$ cat src/omr_pkg.sv
// Purpose: Shared constants and carrier types for the operating mode register block
// Assumes: 24-bit control word, core clock mclk at 20 MHz
// Notes: Field positions and reset values are named here and nowhere else

package omr_pkg;

	// ---------------------------------------------------------------
	// Register geometry
	// ---------------------------------------------------------------
	localparam int OMR_WIDTH = 24;                 // Whole register width
	localparam int OMR_SP_WIDTH = 6;               // Stack pointer counter bits incl. UF
	localparam int OMR_BOOT_LSB = 0;               // Boot mode bits 3..0
	localparam int OMR_BOOT_MSB = 3;
	localparam int OMR_PRIO_LSB = 8;               // Bus priority field 9..8
	localparam int OMR_PRIO_MSB = 9;
	localparam int OMR_MODE_MSB = 15;              // Top of the two mode bytes
	localparam int OMR_XYS_BIT = 16;               // Extension space select
	localparam int OMR_EUN_BIT = 17;               // Underflow flag
	localparam int OMR_EOV_BIT = 18;               // Overflow flag
	localparam int OMR_WRP_BIT = 19;               // Wrap flag
	localparam int OMR_SEN_BIT = 20;               // Extension enable
	localparam int OMR_RSV_LSB = 21;               // Reserved 23..21

	// Reset image of the non-boot bits, prio field ones
	localparam logic [23:0] OMR_RESET_VAL = 24'h000300;
	// Bits software may store, reserved and flag bits excluded
	localparam logic [23:0] OMR_WR_MASK = 24'h11FFFF;
	// Mask of both mode bytes
	localparam logic [23:0] OMR_MODE_MASK = 24'h00FFFF;
	localparam logic [5:0] OMR_SP_ZERO = 6'h00;     // Empty stack pointer value
	localparam logic [5:0] OMR_SP_ONE = 6'h01;      // Counter step

	// Write operation kind from the instruction decoder
	typedef enum logic [1:0] {
		OMR_OP_MOVE = 2'b00,                        // Control move: full write
		OMR_OP_AND = 2'b01,                         // And immediate
		OMR_OP_OR = 2'b10,                          // Or immediate
		OMR_OP_NONE = 2'b11                         // Idle
	} omr_op_t;

	// Instruction side request bundle
	typedef struct packed {
		logic wr;                                   // Explicit access strobe
		omr_op_t op;                                // Kind of explicit access
		logic [23:0] data;                          // Write data or immediate
	} omr_req_t;

	// Implicit stack traffic bundle
	typedef struct packed {
		logic push;                                 // Push requested
		logic pull;                                 // Pull requested
		logic wrap;                                 // Copy to extension begins
		logic [5:0] size;                           // Stack size register value
	} omr_stk_t;

	// All state of the block
	typedef struct packed {
		logic [23:0] omr;                           // The register itself
		logic [5:0] sp;                             // Stack pointer counter
		logic exc;                                  // Stack error exception pulse
		logic [3:0] pin_meta;                       // Mode pin synchroniser stage 1
		logic [3:0] pin_sync;                       // Mode pin synchroniser stage 2
	} omr_state_t;

endpackage : omr_pkg

$ cat src/omr_ctrl.sv
// Purpose: Operating mode register with stack extension control and status
// Assumes: Mode pins are asynchronous, all requests come from core logic on mclk
// Notes: Boot bits load while rst_n is low through a two-stage pin synchroniser
//
// Behaviour
// - Readable writable 24-bit register, three bytes
// - Low bytes modes, top byte stack control
// - Mode bytes change only reset/explicit write
// - Stack byte touched implicitly and by any explicit write
// - Boot bits 3..0 captured from mode pins
// - Reserved bits 23..21 read zero
// - Enable bit 20, cleared by reset
// - Wrap flag sticky, set on copy start
// - Overflow on push when pointer equals size
// - Overflow rising raises level 3 exception
// - Underflow on pull when pointer zero
// - Underflow rising raises level 3 exception
// - Extended mode: underflow bit counts normally
// - Reset loads priority field ones, boot bits from pins, others zero
// - Bit 16 picks X or Y space

`timescale 1ns/1ns

module omr_ctrl (
	input wire logic mclk,
	input wire logic rst_n,
	input wire logic [3:0] mode_pin,
	input wire omr_pkg::omr_req_t req,
	input wire omr_pkg::omr_stk_t stk,
	output logic [23:0] operating_mode_register,
	output logic [5:0] stack_pointer,
	output logic stack_error_exc,
	output logic stack_ext_space_y
);
	import omr_pkg::*;

	// ---------------------------------------------------------------
	// State
	// ---------------------------------------------------------------
	omr_state_t state_reg;                          // Registered state
	omr_state_t state_next;                         // Next state
	logic [23:0] wr_val;                            // Value an explicit write yields
	logic ovf_hit;                                  // Overflow condition
	logic unf_hit;                                  // Underflow condition
	logic move_wr;                                  // Control move to the register

	// ---------------------------------------------------------------
	// Next state
	// ---------------------------------------------------------------
	always_comb begin
		state_next = state_reg;
		state_next.exc = 1'b0;
		// Pins are outside the clock domain, two flops before any use
		state_next.pin_meta = mode_pin;
		state_next.pin_sync = state_reg.pin_meta;
		move_wr = req.wr && (req.op == OMR_OP_MOVE);
		case (req.op)
			OMR_OP_MOVE: begin
				wr_val = req.data;
			end
			OMR_OP_AND: begin
				wr_val = state_reg.omr & req.data;
			end
			OMR_OP_OR: begin
				wr_val = state_reg.omr | req.data;
			end
			default: begin
				wr_val = state_reg.omr;
			end
		endcase
		ovf_hit = stk.push && state_reg.omr[OMR_SEN_BIT] && (state_reg.sp == stk.size);
		unf_hit = stk.pull && state_reg.omr[OMR_SEN_BIT] && (state_reg.sp == OMR_SP_ZERO);
		if (req.wr) begin
			// store writable bits, reserved stay zero
			state_next.omr = (wr_val & OMR_WR_MASK) | (state_reg.omr & ~OMR_WR_MASK);
			// only a move clears the stack flags
			if (move_wr) begin
				state_next.omr[OMR_WRP_BIT] = 1'b0;
				state_next.omr[OMR_EOV_BIT] = 1'b0;
				state_next.omr[OMR_EUN_BIT] = 1'b0;
			end
		end
		// wrap flag set, set beats clear
		if (stk.wrap && state_reg.omr[OMR_SEN_BIT]) begin
			state_next.omr[OMR_WRP_BIT] = 1'b1;
		end
		if (ovf_hit) begin
			state_next.omr[OMR_EOV_BIT] = 1'b1;
		end
		if (unf_hit) begin
			state_next.omr[OMR_EUN_BIT] = 1'b1;
		end
		if ((ovf_hit && !state_reg.omr[OMR_EOV_BIT]) ||
			(unf_hit && !state_reg.omr[OMR_EUN_BIT])) begin
			state_next.exc = 1'b1;
		end
		// pointer counts through the underflow bit when extended
		if (stk.push && !stk.pull) begin
			state_next.sp = state_reg.sp + OMR_SP_ONE;
		end else if (stk.pull && !stk.push) begin
			state_next.sp = state_reg.sp - OMR_SP_ONE;
		end
		if (!state_reg.omr[OMR_SEN_BIT]) begin
			// Without extension the top bit is a plain underflow indicator
			if (stk.pull && !stk.push && state_reg.sp == OMR_SP_ZERO) begin
				state_next.sp = state_reg.sp;
				state_next.sp[OMR_SP_WIDTH-1] = 1'b1;
			end
		end
		state_next.omr[OMR_WIDTH-1:OMR_RSV_LSB] = '0;
		if (!rst_n) begin
			state_next.omr = OMR_RESET_VAL;
			state_next.sp = OMR_SP_ZERO;
			state_next.exc = 1'b0;
			// Synchroniser keeps running so the pins settle during reset
			// Boot bits are three edges late, so hold reset at least three edges
			// boot bits follow the synchronised pins during reset
			state_next.omr[OMR_BOOT_MSB:OMR_BOOT_LSB] = state_reg.pin_sync;
		end
	end

	// ---------------------------------------------------------------
	// State register
	// ---------------------------------------------------------------
	// Reset handled in the next-state logic so boot bits load from pins
	always_ff @(posedge mclk) begin
		state_reg <= state_next;
	end

	// ---------------------------------------------------------------
	// Outputs, straight from flops
	// ---------------------------------------------------------------
	// whole word visible to the core
	assign operating_mode_register = state_reg.omr;
	assign stack_pointer = state_reg.sp;
	assign stack_error_exc = state_reg.exc;
	// space select straight from bit 16
	assign stack_ext_space_y = state_reg.omr[OMR_XYS_BIT];
endmodule : omr_ctrl

$ cat config.mk
export PLATFORM = sky130hd
export DESIGN_NAME = omr_ctrl
export DESIGN_NICKNAME = d
export VERILOG_FILES = /design/src/omr_pkg.sv /design/src/omr_ctrl.sv
export SDC_FILE = /design/constraint.sdc
export NUM_CORES = 1
export LEC_CHECK = 0
export BUFFER_PORTS_ARGS = -buffer_cell sky130_fd_sc_hd__clkbuf_2
export CAP_MARGIN = 25
export CORE_MARGIN = 5
export CORE_UTILIZATION = 45
export DETAILED_ROUTE_END_ITERATION = 6
export GPL_ROUTABILITY_DRIVEN = 0
export PLACE_DENSITY = 0.78
export RECOVER_POWER = 100
export SYNTH_ARGS = -nofsm -noshare
export SYNTH_HDL_FRONTEND = slang
export SYNTH_SLANG_ARGS = --single-unit
export TNS_END_PERCENT = 50
$ cat constraint.sdc
create_clock -name mclk -period 3.9 [get_ports mclk]
set_input_delay 0.78 -clock mclk [delete_from_list [all_inputs] [get_ports mclk]]
set_output_delay 0.78 -clock mclk [all_outputs]
set_load 0.03 [all_outputs]
Yosys cells after proc, flatten, opt, wreduce, memory -nomap -nowiden
Cells that the tools add are included.
{"block": "classes", "mux": 12, "add_sub_neg": 2, "n_reduce_logical": 21, "n_bitwise": 3, "n_eq_ne": 5}
{"op": "one-hot mux 21 bit (3 select lines)", "count": 1}
{"op": "two-way mux 6 bit", "count": 4}
{"op": "bitwise AND 21 bit", "count": 1}
{"op": "bitwise OR 21 x 20 -> 21 bit", "count": 1}
{"op": "bitwise OR 21 bit", "count": 1}
{"op": "two-way mux 20 bit", "count": 1}
{"op": "logical AND 1 bit", "count": 11}
{"op": "two-way mux 11 bit", "count": 1}
{"op": "adder 6 x 1 -> 6 bit, second input constant", "count": 1}
{"op": "== test 6 bit", "count": 1}
{"op": "logical NOT 6 bit", "count": 1}
{"op": "nonzero test 2 bit", "count": 3}
{"op": "subtractor 6 x 1 -> 6 bit, second input constant", "count": 1}
{"op": "logical NOT 1 bit", "count": 4}
{"op": "two-way mux 1 bit", "count": 4}
{"op": "two-way mux 3 bit", "count": 1}
{"op": "== test 2 x 1 -> 1 bit, second input constant", "count": 1}
{"op": "== test 2 bit, second input constant", "count": 1}
{"op": "logical NOT 2 bit", "count": 1}
{"op": "inequality test 2 x 1 -> 1 bit, second input constant", "count": 1}
{"op": "inequality test 2 bit, second input constant", "count": 1}
{"op": "logical OR 1 bit", "count": 1}
{"block": "totals", "wordCells": 53, "regBits": 36, "in_bits": 42, "output_inout_bits": 32}

Logic depth before layout (Yosys ltp)
{"block": "depth", "word_depth": 7, "ltp_mapped": 6}

Worst setup path before layout
Ideal clock, no wire load.
{"block": "synth_timing", "path_kind": "input to register", "start": "in req[25] in the netlist's numbering", "end": "reg state_reg (netlist bit operating_mode_register[0]) (enable)", "path_stages": 4, "t_required_ns": 3.625, "setup_slack_ns": 1.989, "arrival_ns": 1.635, "setup_time_ns": 0.275, "cell_sequence": "clkbuf_1 -> nand2b_1 -> clkbuf_1 -> nand2_1"}
{"item": "start: declaration", "line": "omr_ctrl.sv:28", "rtl": "input wire omr_pkg::omr_req_t req,"}
{"item": "end signal: assignment", "line": "omr_ctrl.sv:127", "rtl": "state_reg <= state_next;"}
{"item": "end: declaration", "line": "omr_ctrl.sv:40", "rtl": "omr_state_t state_reg;"}

Worst setup path after layout
{"block": "layout_timing", "start": "in rst_n", "end": "reg state_reg (netlist bit operating_mode_register[2]) (enable)"}
{"block": "layout_between", "elab_chain_cells": 1}
{"item": "start: declaration", "line": "omr_ctrl.sv:26", "rtl": "input wire logic rst_n,"}
{"item": "inequality test 2 x 1 -> 1 bit (no line)"}
Every way passes these cells.
A chain may end at the register's enable or synchronous reset.

==> results.md <==
- Outcome: complete, no violations
- Storage cell area: around 760 µm²
- Routed vias/inst: about 5.0
- Max reg flops: 21
- Final hold violations: 0
- Crit path time final: approximately 2000 ps
- Post-Synthesis Cell Area: approximately 1800 µm²
- Multi-input logic area: about 790 µm²
- Chip Height: between 70 and 80 µm
- Die area: 5440 µm²
- Critical path data required time: between 3000 and 4000 ps
- Clock Sinks: 36
- Placed Instances: approximately 290
- Layout cell share with drive strength beyond 1: approximately a fifth
- Hold WS: about 330 ps
- Largest net degree at the start of global routing: 24
- CTS buffer count: 5
- Mean area per synthesized cell: 8.84 µm²
- Worst R2R Start: stack_pointer[1]
- Die W: roughly 74 µm
- WP data arrival: 1960 ps
- First-pass GRT wire length: around 6.3 mm
- RSZ-0062 raised after global routing: no
- Vias in the first global route: roughly 1.5k
- Post-synth ARST share: 0%
- Cell variety after synth: 39
- Sequential area share after synthesis: about two fifths
- Detailed Routing Iterations Pass 1: 4
- Rel. slew slack: about half
- Post-synth EDFFs: 4
- Number of remaining DRC errors: 0
- Flop2flop setup slack: about 2200 ps
- Max frequency: 507 MHz
- Critical path type: input port to flop
- Reg2Reg Capture Point: stack_pointer[3]
- Drt wl/cell: 13.4 µm
- Number of nets with antenna violations after routing: 0
- Total track usage: between 10% and 20%
- Depth of the worst register-to-register path: 6
- CTS tree: done
- Pwr dens: about 440 nW/µm²
- Final-stage net count: roughly 290
- Hold-fix buffers, CTS: 0
- Initial Util: a little under half
- Final Non-Filler Cells: 294
- Grt total ovfl: 0
- Crit Path Max Fanout: 23
- Final Setup Violations: 0
- Worst hold path class: flop to flop
- Synth Warn #: 0
- Family with the most delay on the worst path: buffers and inverters
- Setup WS pre-CTS: around 1700 ps
- Setup TNS: 0 ps
- Design Area, Final: ~2000 µm²
- Setup crit end kind: flop
- FP Rows: 23
- Total Routed Length: approximately 3.9 mm
- DRT iter0 DRCs: between 70 and 80
- Initial antenna violation count: 0
- CTS max path bufs: 2
- Htree depth: 2
- Post-synthesis sequential element count: 36
- Antenna diode count: 0
- Post-DP Area: between 1500 and 2000 µm²
- Worst-Margin Slew: 741 ps
- Hold path start: state_next[2]
- Clock slew at reported path FFs: around 80 ps
- Worst-Skew Late Latency: around 280 ps
- Pins over their slew limit: 0
- Min-Delay Endpoint: state_reg[2]
- Clock skew: approximately 2.5 ps
- PortBufs: 64
- Post-DP HPWL: slightly below 3 mm
- Hold path depth: 0
- Post-Synthesis Cells: roughly 210
- CP Launch Type: input port
- CTS root buf: clkbuf_8
- Resize count post-CTS: 0
- Worst setup margin: a little under 2000 ps
- Critical Path, Cell by Cell: clkbuf_1 > inv_1 > nor2_1 > nand2_1
- Static leakage: around 0.8 nW
- Core box area: roughly 4000 µm²
- Final period util: between 50% and 60%
- Total I/O pin count: 74
- Setup Fix Bufs, Post-CTS: 0
- WP buf/inv: 2
- Vias post-DR: roughly 1.5k
- Crit-path max cell delay: 470 ps
- Max-capacitance violation count: 0
- Top FF cell, synth: dfxtp_1
- Final Core Density: 50.4%
- Filler cells: about 400
- Maximum vdd drop: roughly 0.28 mV
- CP max stage cell: inv_1
- Total power draw: 0.889 mW
- Layout area overhead: 9.30%
-- layout by cell type (no fill, tap or decap), drive strengths merged --
cell and n:
o21ai 19, o211ai 1, nand2 25, xnor2 1, inv 4, xor2 5
a22oi 1, nor3 2, nor2 7, nand4 2, o31a 2, or4 1
clkinv 1, clkinvlp 1, o2bb2ai 4, nor4 2, ha 3, clkbuf 69
edfxtp 4, or2b 3, a21oi 27, nand2b 1, a2bb2oi 1, nand3 3
o22a 4, and2b 1, nor2b 3, o21a 2, or3 2, and4b 2
a21o 1, conb 3, and3 1, mux2i 3, dfxtp 32, buf 1
-- worst max-delay path by stage --
stage                  from                         end  slack, ps  cells after the start
global route          rst_n  operating_mode_register[2]       1730                      4
global placement      rst_n  operating_mode_register[1]       1710                      4
floorplan           req[25]  operating_mode_register[0]       1990                      4
finish                rst_n  operating_mode_register[2]       1930                      4
CTS                   rst_n  operating_mode_register[2]       2020                      4
detailed placement    rst_n  operating_mode_register[0]       1710                      4
-- report_power, final --
part | total (mW) | internal, mW | switching (mW)
clock network | 0.264 | 0.127 | 0.137
registers | 0.429 | 0.401 | 0.0284
logic | 0.196 | 0.0727 | 0.123
-- routing by layer --
layer,wire (µm),vias to the layer above,global-route usage (%)
li1,-,763,-
met1,1710,646,17.2
met2,1820,58,24.5
met3,357,4,5.61
met4,46,0,6.44
met5,0,-,0
-- cell usage after synthesis, drive strengths merged, types with 2 or more instances --
cell type / n / area share, %
nor3: 2 / 0.55
o22a: 4 / 1.9
or2b: 3 / 1.4
a21oi: 27 / 7.4
nand3: 3 / 0.82
and4b: 2 / 1.1
ha: 3 / 2.1
nand2: 25 / 5.1
buf: 32 / 13
nor2: 7 / 1.4
clkbuf: 6 / 1.8
inv: 3 / 0.62
o21a: 2 / 0.82
dfxtp: 32 / 35
nand4: 2 / 0.68
o2bb2ai: 4 / 1.9
mux2i: 3 / 1.6
nor2b: 3 / 1.2
edfxtp: 4 / 6.6
or3: 2 / 0.75
o21ai: 19 / 5.2
nor4: 2 / 0.68
o31a: 2 / 0.96
xor2: 5 / 2.4
-- cell type report --
class | instances | area share, %
multi-input combinational | 132 | 39.3
sequential | 36 | 38.0
timing repair buffer | 65 | 14.4
clock buffer | 5 | 3.44
tap | 50 | 3.13
clock inverter | 3 | 1.13
inverter | 3 | 0.563
-- cell families after synthesis --
group                      count (synthesis)  share of synthesized area, %
and+or+nand+nor                           55                          15.4
AOI/OAI and AO/OA                         62                          20.5
DFF                                       36                          41.6
adders and majority gates                  3                          2.05
buffers and inverters                     41                          15.7
xor gates and xnor gates                   6                          2.87
muxes                                      3                          1.64
other                                      1                         0.205
Power figures use the tool's default switching activity.
